File: src/inc/afd_regs.svh
// bit positions, reset values, bus address and timing counts of the fault diagnostic controller
`ifndef AFD_REGS_SVH
`define AFD_REGS_SVH

// first instruction byte fields
`define AFD_IB1_DIAG_BIT 6
`define AFD_IB1_OFS_BIT 5
// second instruction byte fields
`define AFD_IB2_STBY_BIT 4
// reset values of the instruction bytes
`define AFD_IB1_RST 8'h00
`define AFD_IB2_RST 8'h00

// 7-bit bus address, value arbitrary
`define AFD_DEV_ADDR 7'h3C

// clock rate and diagnostic timing
`define AFD_CLK_KHZ 250000
`define AFD_CHECK_US 1000
`define AFD_CHECK_CYC ((`AFD_CHECK_US * `AFD_CLK_KHZ) / 1000)
`define AFD_DIAG_MS 100
`define AFD_DIAG_CYC (`AFD_DIAG_MS * `AFD_CLK_KHZ)
`define AFD_CNT_W 25

`endif

File: src/inc/afd_pkg.sv
// types and byte helpers shared by the fault diagnostic controller
package afd_pkg;

	// comparator view of one channel; open load is not visible here
	typedef struct packed {
		logic supply_short_fault;
		logic ground_short_source_side;
		logic ground_short_sink_side;
		logic shorted_load;
	} afd_flt_t;

	// reported fault of one channel
	typedef struct packed {
		logic sload;
		logic vs;
		logic gnd;
	} afd_res_t;

	typedef enum logic [1:0] {
		C_ACT  = 2'b00,
		C_SHUT = 2'b01,
		C_CHK  = 2'b10,
		C_DIAG = 2'b11
	} afd_cst_t;

	typedef enum logic [2:0] {
		I_IDLE = 3'b000,
		I_ADDR = 3'b001,
		I_AACK = 3'b010,
		I_WDAT = 3'b011,
		I_WACK = 3'b100,
		I_RDAT = 3'b101,
		I_RACK = 3'b110
	} afd_ist_t;

	// one fault out of a pair, supply short first; supply with source-side ground gives both
	function automatic afd_res_t afd_prio(afd_flt_t f);
		afd_res_t r;
		r = '0;
		if (f.supply_short_fault) begin
			r.vs = 1'b1;
			r.gnd = f.ground_short_source_side;
		end else if (f.ground_short_source_side || f.ground_short_sink_side) begin
			r.gnd = 1'b1;
		end else begin
			r.sload = f.shorted_load;
		end
		return r;
	endfunction

	// one diagnostic byte: two status bits, permanent flag, channel result
	function automatic logic [7:0] afd_db(logic [1:0] hi, afd_res_t r, logic ofs);
		return {hi, 1'b0, 1'b1, r.sload, ofs, r.vs, r.gnd};
	endfunction

endpackage

File: src/verilog/afd_top.sv
// four-channel output fault diagnostic controller with two-wire slave
//
// Summary of operation
// - diag off: shut only faulty channels
// - restart: sample every 1 ms, resume
// - diag on: overload starts diagnostic automatically
// - recheck after 1 ms; clean means resume
// - overload persists: run 100 ms cycle
// - cycle end: restart mode, store result
// - next cycle only after host read
// - flag output offset beyond two volts
// - offset window: read or enable to read
// - report offset only if whole window
// - protection during test cancels offset report
// - multiple faults: one first, rest later; supply and source-side ground come together
// - priority: supply, then ground, then load
// - permanent diagnostic never reports open load
// - report only faults stable whole period
// - each read re-arms; data from previous
// - eight bits, msb first, then acknowledge
// - receiver pulls data low on acknowledge
// - first byte bit six: diagnostic enable
// - first byte bit five: offset enable
// - second byte bit four: standby off
`timescale 1ns/1ps
`default_nettype none
`include "afd_regs.svh"

module afd_top import afd_pkg::*; #(
	parameter int unsigned CHECK_CYC = `AFD_CHECK_CYC,
	parameter int unsigned DIAG_CYC  = `AFD_DIAG_CYC
) (
	// clock and reset
	input  wire logic       clk,
	input  wire logic       reset,
	// two-wire bus pins
	input  wire logic       scl_i,
	input  wire logic       sda_i,
	output logic            sda_o,
	output logic            sda_oe,
	// output stage comparators, one bit per channel, then the single thermal warning
	input  wire logic [3:0] ch_vs,
	input  wire logic [3:0] ch_gnd_so,
	input  wire logic [3:0] ch_gnd_sk,
	input  wire logic [3:0] ch_sload,
	input  wire logic [3:0] ch_offset_hi,
	input  wire logic       thermal_warn,
	// amplifier control
	output logic [3:0]      ch_enable,
	output logic            diag_enable_bit,
	output logic            offset_enable_bit,
	output logic            standby_control_bit
);

	// pin synchronisers
	logic [1:0] bus_s;
	logic [20:0] pin_s;

	afd_sync #(.W(2)) u_bus_sync (
		.clk (clk),
		.d   ({scl_i, sda_i}),
		.q   (bus_s)
	);

	afd_sync #(.W(21)) u_pin_sync (
		.clk (clk),
		.d   ({thermal_warn, ch_offset_hi, ch_sload, ch_gnd_sk, ch_gnd_so, ch_vs}),
		.q   (pin_s)
	);

	wire scl_s = bus_s[1];
	wire sda_s = bus_s[0];
	wire therm_s = pin_s[20];
	wire [3:0] ofs_hi_s = pin_s[19:16];

	// bus state
	afd_ist_t ist_q;
	logic scl_p_q;
	logic sda_p_q;
	logic [3:0] bcnt_q;
	logic [7:0] sr_q;
	logic [31:0] tx_q;
	logic rw_q;
	logic mack_q;
	logic rd_q;
	logic rd_done_q;
	logic [1:0] bidx_q;
	logic sda_oe_q;
	logic [7:0] ib1_q;
	logic [7:0] ib2_q;
	logic diag_en_q;
	logic ofs_en_q;
	logic ofs_p_q;
	logic stby_q;
	logic [3:0] win_q;
	logic [3:0] ch_en_q;
	logic [31:0] db_w;

	// channel side
	logic [3:0] ch_on_w;
	logic [3:0] prot_w;
	logic [3:0] done_w;
	afd_res_t res_w [4];

	// bus edge and condition decode
	wire scl_rise = scl_s && !scl_p_q;
	wire scl_fall = !scl_s && scl_p_q;
	wire start_c = scl_s && scl_p_q && sda_p_q && !sda_s;
	wire stop_c = scl_s && scl_p_q && !sda_p_q && sda_s;
	wire byte_end = scl_fall && bcnt_q == 4'h8;
	wire addr_hit = sr_q[7:1] == `AFD_DEV_ADDR;
	wire rd_take = ist_q == I_ADDR && byte_end && addr_hit && sr_q[0];
	wire wbyte_take = ist_q == I_WDAT && byte_end;
	wire wr_cfg = wbyte_take && bidx_q == 2'h1;
	wire ofs_rise = ofs_en_q && !ofs_p_q;
	wire win_set = rd_done_q || ofs_rise;

	always_ff @(posedge clk) begin
		scl_p_q <= scl_s;
		sda_p_q <= sda_s;
	end

	// bus slave sequencer; data changes only while the clock is low
	always_ff @(posedge clk) begin
		if (reset || stop_c) begin
			ist_q <= I_IDLE;
			sda_oe_q <= 1'b0;
		end else if (start_c) begin
			ist_q <= I_ADDR;
			bcnt_q <= 4'h0;
			bidx_q <= 2'h0;
			sda_oe_q <= 1'b0;
		end else if (scl_rise) begin
			if (ist_q == I_RACK) begin
				mack_q <= !sda_s;
			end else begin
				sr_q <= {sr_q[6:0], sda_s};
				bcnt_q <= bcnt_q + 4'h1;
			end
		end else if (scl_fall) begin
			case (ist_q)
				I_ADDR: if (byte_end) begin
					ist_q <= addr_hit ? I_AACK : I_IDLE;
					sda_oe_q <= addr_hit;
					rw_q <= sr_q[0];
					tx_q <= db_w;
				end
				I_AACK, I_WACK: begin
					bcnt_q <= 4'h0;
					ist_q <= rw_q ? I_RDAT : I_WDAT;
					sda_oe_q <= rw_q && !tx_q[31];
					tx_q <= {tx_q[30:0], 1'b0};
				end
				I_WDAT: if (byte_end) begin
					ist_q <= I_WACK;
					sda_oe_q <= 1'b1;
					bidx_q <= (bidx_q == 2'h2) ? bidx_q : bidx_q + 2'h1;
				end
				I_RDAT: begin
					if (byte_end) begin
						ist_q <= I_RACK;
						sda_oe_q <= 1'b0;
					end else begin
						sda_oe_q <= !tx_q[31];
						tx_q <= {tx_q[30:0], 1'b0};
					end
				end
				I_RACK: begin
					bcnt_q <= 4'h0;
					ist_q <= mack_q ? I_RDAT : I_IDLE;
					sda_oe_q <= mack_q && !tx_q[31];
					tx_q <= {tx_q[30:0], 1'b0};
				end
				default: ist_q <= I_IDLE;
			endcase
		end
	end

	// a read counts as done when the host ends the transfer
	always_ff @(posedge clk) begin
		if (reset) begin
			rd_q <= 1'b0;
			rd_done_q <= 1'b0;
		end else begin
			rd_done_q <= rd_q && (start_c || stop_c);
			if (start_c || stop_c) begin
				rd_q <= 1'b0;
			end else if (rd_take) begin
				rd_q <= 1'b1;
			end
		end
	end

	// both instruction bytes apply together, so one write can
	// leave standby and enable diagnostics at once
	always_ff @(posedge clk) begin
		if (reset) begin
			ib1_q <= `AFD_IB1_RST;
			ib2_q <= `AFD_IB2_RST;
			diag_en_q <= 1'b0;
			ofs_en_q <= 1'b0;
			stby_q <= 1'b0;
		end else begin
			if (wbyte_take && bidx_q == 2'h0) ib1_q <= sr_q;
			if (wr_cfg) begin
				ib2_q <= sr_q;
				diag_en_q <= ib1_q[`AFD_IB1_DIAG_BIT];
				ofs_en_q <= ib1_q[`AFD_IB1_OFS_BIT];
				stby_q <= sr_q[`AFD_IB2_STBY_BIT];
			end
		end
	end

	// offset window: opens at read end or enable, any gap or
	// protection trip in between clears the channel for good
	always_ff @(posedge clk) begin
		ofs_p_q <= !reset && ofs_en_q;
		if (reset) begin
			win_q <= 4'h0;
		end else if (win_set) begin
			win_q <= 4'hF;
		end else begin
			win_q <= win_q & ofs_hi_s & ~prot_w;
		end
	end

	// four channel sequencers
	for (genvar i = 0; i < 4; i++) begin : g_ch
		afd_chan_diag #(
			.CHECK_CYC (CHECK_CYC),
			.DIAG_CYC  (DIAG_CYC)
		) u_ch (
			.clk     (clk),
			.reset   (reset),
			.diag_en (diag_en_q),
			.rearm   (rd_done_q),
			.flt     (afd_flt_t'({pin_s[i], pin_s[4+i], pin_s[8+i], pin_s[12+i]})),
			.ch_on   (ch_on_w[i]),
			.prot    (prot_w[i]),
			.done    (done_w[i]),
			.res     (res_w[i])
		);
	end

	// read bytes come from the last finished cycle; the offset
	// bit is the window closing at this read
	wire [3:0] ofs_rep = win_q & {4{ofs_en_q}};
	assign db_w = {
		afd_db({therm_s, |done_w}, res_w[0], ofs_rep[0]),
		afd_db({ofs_en_q, 1'b0}, res_w[1], ofs_rep[1]),
		afd_db({stby_q, diag_en_q}, res_w[2], ofs_rep[2]),
		afd_db(2'h0, res_w[3], ofs_rep[3])
	};

	// registered outputs; standby keeps every channel off
	always_ff @(posedge clk) begin
		ch_en_q <= reset ? 4'h0 : ch_on_w & {4{stby_q}};
	end

	assign sda_o = 1'b0;
	assign sda_oe = sda_oe_q;
	assign ch_enable = ch_en_q;
	assign diag_enable_bit = diag_en_q;
	assign offset_enable_bit = ofs_en_q;
	assign standby_control_bit = stby_q;
endmodule // afd_top

`default_nettype wire

File: src/verilog/afd_sync.sv
// two-flop synchroniser for pin inputs
`timescale 1ns/1ps
`default_nettype none

module afd_sync #(
	parameter int W = 1
) (
	// clock
	input  wire logic         clk,
	// asynchronous in, synchronous out
	input  wire logic [W-1:0] d,
	output logic      [W-1:0] q
);

	logic [W-1:0] meta_q;

	// first stage is read by the second only
	always_ff @(posedge clk) begin
		meta_q <= d;
		q <= meta_q;
	end

endmodule // afd_sync

`default_nettype wire

File: src/verilog/afd_chan_diag.sv
// per-channel restart and permanent diagnostic sequencer
`timescale 1ns/1ps
`default_nettype none
`include "afd_regs.svh"

module afd_chan_diag import afd_pkg::*; #(
	parameter int unsigned CHECK_CYC = `AFD_CHECK_CYC,
	parameter int unsigned DIAG_CYC  = `AFD_DIAG_CYC
) (
	// clock and reset
	input  wire logic     clk,
	input  wire logic     reset,
	// control
	input  wire logic     diag_en,
	input  wire logic     rearm,
	// synchronised comparators
	input  wire afd_flt_t flt,
	// status
	output logic          ch_on,
	output logic          prot,
	output logic          done,
	output afd_res_t      res
);

	localparam int W = `AFD_CNT_W;

	afd_cst_t st_q;
	afd_cst_t st_d;
	logic [W-1:0] cnt_q;
	logic armed_q;
	afd_flt_t acc_q;

	// protection trips on any short
	assign prot = |flt;
	wire chk_end = cnt_q == W'(CHECK_CYC - 1);
	wire diag_end = cnt_q == W'(DIAG_CYC - 1);
	wire cyc_end = st_q == C_DIAG && diag_end;

	// sequencing; diagnostic only when enabled and re-armed
	always_comb begin
		st_d = st_q;
		case (st_q)
			C_ACT: if (prot) st_d = (diag_en && armed_q) ? C_CHK : C_SHUT;
			C_SHUT: if (chk_end && !prot) st_d = C_ACT;
			C_CHK: if (chk_end) st_d = prot ? C_DIAG : C_ACT;
			C_DIAG: if (diag_end) st_d = C_SHUT;
			default: st_d = C_ACT;
		endcase
	end

	// restart sampling wraps every check period
	always_ff @(posedge clk) begin
		if (reset || st_d != st_q || st_q == C_ACT || (st_q == C_SHUT && chk_end)) begin
			cnt_q <= '0;
		end else begin
			cnt_q <= cnt_q + W'(1);
		end
	end

	always_ff @(posedge clk) begin
		st_q <= reset ? C_ACT : st_d;
		ch_on <= reset || st_d == C_ACT;
	end

	// only a fault held over the whole cycle survives the and
	always_ff @(posedge clk) begin
		if (st_q == C_CHK) begin
			acc_q <= flt;
		end else begin
			acc_q <= afd_flt_t'(acc_q & flt);
		end
	end

	// result store; a finishing cycle wins over a read clearing it
	always_ff @(posedge clk) begin
		if (reset) begin
			done <= 1'b0;
			res <= '0;
		end else if (cyc_end) begin
			done <= 1'b1;
			res <= afd_prio(afd_flt_t'(acc_q & flt));
		end else if (rearm) begin
			done <= 1'b0;
			res <= '0;
		end
	end

	// one cycle per host read
	always_ff @(posedge clk) begin
		if (reset || rearm) begin
			armed_q <= 1'b1;
		end else if (cyc_end) begin
			armed_q <= 1'b0;
		end
	end
endmodule // afd_chan_diag

`default_nettype wire

File: config.mk
export PLATFORM = sky130hd
export DESIGN_NAME = afd_top
export DESIGN_NICKNAME = d
export VERILOG_FILES = /design/src/inc/afd_pkg.sv /design/src/verilog/afd_top.sv /design/src/verilog/afd_sync.sv /design/src/verilog/afd_chan_diag.sv
export VERILOG_INCLUDE_DIRS = /design/src /design/src/inc
export SDC_FILE = /design/constraint.sdc
export NUM_CORES = 1
export LEC_CHECK = 0
export ABC_AREA = 1
export BUFFER_PORTS_ARGS = -buffer_cell sky130_fd_sc_hd__buf_2
export CAP_MARGIN = 10
export CORE_MARGIN = 10
export CORE_UTILIZATION = 56
export CTS_BUF_LIST = sky130_fd_sc_hd__clkbuf_4 sky130_fd_sc_hd__clkbuf_8 sky130_fd_sc_hd__clkbuf_16
export CTS_CLUSTER_SIZE = 14
export DETAILED_ROUTE_END_ITERATION = 8
export GPL_TIMING_DRIVEN = 0
export PLACE_DENSITY = 0.8
export SLEW_MARGIN = 20
export SYNTH_ARGS = -nofsm -noshare
export SYNTH_HDL_FRONTEND = slang
export SYNTH_SLANG_ARGS = --single-unit
File: constraint.sdc
create_clock -name clk -period 2.9 [get_ports clk]
set_input_delay 0.29 -clock clk [delete_from_list [all_inputs] [get_ports clk]]
set_output_delay 0.29 -clock clk [all_outputs]
set_load 0.05 [all_outputs]
======== After elaboration in Yosys (flattened, before gate mapping) ========
Cells that the tools add are included.
word-level totals
  register bits ........................... 269
  input bits .............................. 25
  output and inout port bits .............. 9
  word-level logic and storage cells ...... 332
cells by class
  add/sub/neg operators ................... 6
  eq/ne operators ......................... 44
  muxes and demuxes ....................... 89
  bitwise operators ....................... 13
  reductions and logical operators ........ 108
operators by type and width
  kind                   number
  $add 25x1->25 const B  4
  $eq 25x18->1 const B   4
  $eq 25x25->1 const B   4
  $pmux 32 s3            1
  $mux 32                2
  $mux 2                 30
  $mux 4                 9
  $logic_and 1x1->1      35
  $and 4x4->4            8
  $pmux 2 s4             4
  $mux 1                 31
  $mux 3                 10
  $logic_or 1x1->1       24
  $reduce_or 4->1        5
  $eq 2x2->1 const B     9
  $logic_not 2->1        9
  $pmux 3 s5             1
  $reduce_and 5->1       3
  $reduce_bool 2->1      7
  $ne 3x3->1 const B     4
  $reduce_and 4->1       3
  $reduce_and 6->1       2
  $logic_not 1->1        11
  $eq 2x1->1 const B     5
  other kinds (18)       35

======== Longest topological paths before layout ========
  word-level depth ........................ 9
  depth in mapped cells ................... 12

======== By module ========
A second synthesis with hierarchy kept.
unflattened totals
  cell total of the unflattened synthesis .. 1498
  area total of the unflattened synthesis .. 11966.5 µm²
modules (own cells, without submodules)
  module                             instances  cells an instance  area an instance (µm²)
  afd_chan_diag at g_ch[0].u_ch ...  3          286                2016.9
  afd_top                            1          328                3066.7
  afd_chan_diag at g_ch[3].u_ch      1          266                1928.1
  afd_sync at u_pin_sync             1          42                 840.8
  afd_sync at u_bus_sync             1          4                  80.1

======== Worst setup path after synthesis ========
OpenSTA, ideal clock, no wires.
  path type ............................... flip-flop to flip-flop
  start point ............................. register u_bus_sync.q[1]
  end point ............................... register tx_q[0], enable pin
  library setup time ...................... 0.421 ns
  arrival time ............................ 2.367 ns
  data required time ...................... 2.479 ns
  slack ................................... 0.112 ns
  cell stages (with the launch flop) ...... 7
  buffers on the path ..................... 0
  cells stage by stage .................... dfxtp_1 > ha_1 > nand3_1 > nand2_1 > inv_1 > nand3_1 > nor2_1
between the ends
  cells in the longest elaborated chain, start to end .. 6
  elaborated cells on any way between the ends .. 16
  classes of those cells .................. eq/ne: 2; bitwise: 3; reduce/logical: 11
RTL lines
  what                                                RTL line        source
  start, declared                                     afd_sync.sv:12  output logic [W-1:0] q
  start signal, assigned                              afd_sync.sv:20  q <= meta_q;
  branches (longest 5 deep; another with $ne 2x2->1)  n/a
  $reduce_and 7->1 (no source line) *                 n/a
  end signal, assigned                                afd_top.sv:146  tx_q <= db_w;
  end signal, assigned                                afd_top.sv:152  tx_q <= {tx_q[30:0], 1'b0};
  end signal, assigned                                afd_top.sv:165  tx_q <= {tx_q[30:0], 1'b0};
  end, declared                                       afd_top.sv:82   logic [31:0] tx_q;
Mark *: on every way between the ends.
A chain may end at the register's enable or synchronous reset.

======== Worst setup path after layout ========
Ends and elaborated chain as after synthesis.

==> results.toml <==
[synthesis]
synthXorXnorAreaFrac_pct = 6.57
syn-instance-count = 1495
avgSynthCellArea_um2 = 7.76
syn_nets = 1533
synth_compound_area_share_pct = 3.86
synthMuxAreaShare_pct = 0
ys_ff_latch = 264
synth_top_family_by_area = "simple AND/OR/NAND/NOR gates"
yosysUniqueCellTypes = 37
syn-cell-area_um2 = 11600
post_synth_fa_ha_maj_area_fraction_pct = 1.40
yosysWarningCount = 0
yosysSeqAreaShare_pct = 49.7
synthSimpleGateAreaFrac_pct = 29.4

[worst_hold_path]
min_to = "g_ch[2].u_ch.st_q[0]"
hp-class = "input port to flop"
min_from = "reset"
whs_path_depth = 2

[clocking]
cts_sinks = 264
cts_resized = 0
clkTransAtPathRegs_ns = 0.06
clock_latency_ns = 0.53
root_buffer = "clkbuf_16"
h-tree-depth = 1
numCtsBuffers = 27
cts_max_path_buffers = 3
cts_tree = "built"

[global_routing]
grt_pass1_wl_mm = 41.9
antenna_found_initial = 0
grt_usage_pct = 18.5
grt_overflow = 0
grt_pass1_vias = 9208
grt_max_degree = 22

[critical_path]
startpoint_type = "flop"
r2r_cells = 7
startpoint = "u_bus_sync.q[1]"
rrSetupSlack_ns = 0.70
critPathMaxFanout = 21
timing.rr.end = "tx_q[0]"
path_class = "flop to flop"
required_ns = 3.13
worst_ep_arrival_time_ns = 2.43
timing.rr.start = "u_bus_sync.q[1]"
crit_path_end_kind = "flop"

[detailed_routing]
vias_per_cell = 5.02
antenna_left = 0
drt-total-wl_mm = 25.0
post_drt_wl_per_cell_um = 13.4
firstDrtPassIters = 5
drc_errors = 0
vias = 9386
drt-initial-drc-count = 597

[finish]
fin_nets = 1617
nFillCells = 1774
fin_cells = 1868
drive_gt1_share_pct = 8.95
seq_area_um2 = 5770
diodes = 0
area_delta_synth_final_pct = 14.9
multi_input_area_um2 = 4800

[floorplanning]
die_area_um2 = 26900
row_count = 52
io-pin-count = 34
start_util_pct = 57.1
design.core.area_um2 = 20300
die_y_um = 164
die_x_um = 164

[sta]
fin_skew_ns = 0.0119
setup_viol = 0
worstMarginPinSlew_ns = 0.668
hold_slack_ns = 0.309
period_share_pct = 76.0
drv_slew = 0
max_freq_ghz = 0.454
slew_headroom_pct = 55.2
post-route-min-period_ns = 2.20
hold_violations = 0
finalWorstSetupSlack_ns = 0.695
rsz0062_at_grt = "false"

[placement]
dp.cells = 1797
dpl.hpwl_mm = 17.8
port_buffers = 31
pre_cts_ws_ns = 0.605
finalWeightedCongestion = 0.956

[power_and_ir_drop]
peakVddDrop_uv = 459
leakagePower_nw = 5.32
powerDensity_nw_per_um2 = 575

[job]
drv_cap = 0

[outcome]
status = "completed"
stage by stage:
step	instance area [µm²]	TNS (ns)	power [mW]	utilization (%)
floorplan	11600	0	3.99	-
global placement	12100	-19.48	4.04	59.6
detailed placement	12100	0	4.04	59.7
CTS	13300	0	7.73	65.6
global route	13300	0	7.89	65.6
finish	13300	0	7.66	65.6
layout by cell type (no fill, tap or decap), drive strengths merged, types with 26 or more instances in the layout:
cell type | Yosys | layout
nor2 | 285 | 285
dfxtp | 216 | 216
nor3 | 44 | 44
xor2 | 67 | 67
o21ai | 48 | 48
edfxtp | 48 | 48
buf | 12 | 44
nand3 | 99 | 99
nand2 | 307 | 307
a21oi | 26 | 26
clkbuf | 8 | 47
inv | 242 | 242
nand4 | 27 | 27
registers in the layout, summed over array words and instances, names as in the netlist, 8 cells and up:
register,flops
sr_q,8
g_ch.u_ch.st_q,8
u_pin_sync.q,21
u_pin_sync.meta_q,21
g_ch.u_ch.acc_q,16
tx_q,32
g_ch.u_ch.cnt_q,100
g_ch.u_ch.res,12
critical path: stages (launching register included):
cell     delay, ns
dfxtp_1       0.33
ha_1          0.22
nand3_1       0.25
nand2_1       0.24
inv_1         0.12
nand3_1       0.11
nor2_4        0.39
buf_16        0.22
logic make-up (layout without fill, tap and decap cells):
logic type,after synthesis,in the layout
xor gates and xnor gates,87,87
buffers and inverters,262,365
DFF,264,264
adders and majority gates,13,13
AOI/OAI and AO/OA,84,84
and+or+nand+nor,784,784
other,1,1
how the worst max path moves through the flow:
stage,slack [ns],cells past startpoint,end
floorplan,0.11,6,tx_q[0]
global placement,-0.61,6,tx_q[0]
detailed placement,0.60,4,sr_q[0]
CTS,0.57,4,sr_q[0]
global route,0.53,7,tx_q[8]
finish,0.70,7,tx_q[0]
what timing repair did:
item	in CTS	in global routing
endpoints found under the hold margin	23	0
buffers inserted	0	0
hold buffers	23	0
report_power, final:
part	switching, mW	leakage, nW	internal [mW]
Clock	1.37	0.485	2.30
Sequential	0.0324	2.18	3.78
Combinational	0.109	2.66	0.0717
Total	1.52	5.32	6.15
per-layer routing:
metal  GRT usage [%]  share of wire [%]  up-vias  wire length (µm)
met3            2.78                4.6       62              1150
met1            22.7                 44     4280             11000
li1                -                  -     4833                 -
met2            32.3                 48      211             12000
met5               0                  0        -                 0
met4            6.82                3.2        0               812
final cells by class:
| class | count | share of cell area [%] |
|---|---|---|
| timing repair buffer | 55 | 3.10 |
| buffer | 20 | 1.05 |
| sequential | 264 | 43.3 |
| inverter | 242 | 6.82 |
| multi-input combinational | 969 | 36.0 |
| tap | 270 | 2.54 |
| clock inverter | 9 | 1.09 |
| clock buffer | 39 | 6.11 |
Yosys cell counts:
cell	count	area, µm²
nor3_1	43	215
nand3_4	2	35.0
conb_1	1	3.75
nand4_1	27	169
nor3b_1	1	7.51
nand3_2	4	40.0
nand2_1	305	1140
xor2_1	67	587
a31oi_1	1	6.26
nand3_1	93	465
a311oi_1	1	8.76
buf_6	8	90.1
nor2_2	34	213
o21ai_0	48	240
buf_4	1	7.51
and2_1	2	12.5
xnor2_1	20	175
or2_2	6	37.5
nand3b_1	5	37.5
a21oi_1	26	130
nor4_1	6	37.5
nor2_1	249	935
ha_1	13	163
buf_1	2	7.51
o211a_1	1	10.0
and3_1	2	12.5
nor3_2	1	10.0
nor2_4	2	22.5
clkbuf_1	8	30.0
o22ai_1	1	6.26
inv_1	242	908
buf_2	1	5.00
nand2_2	2	12.5
o211ai_1	5	37.5
dfxtp_1	216	4320
edfxtp_1	48	1440
o221ai_1	1	8.76
Note: power is estimated with default switching activity, not from simulation.
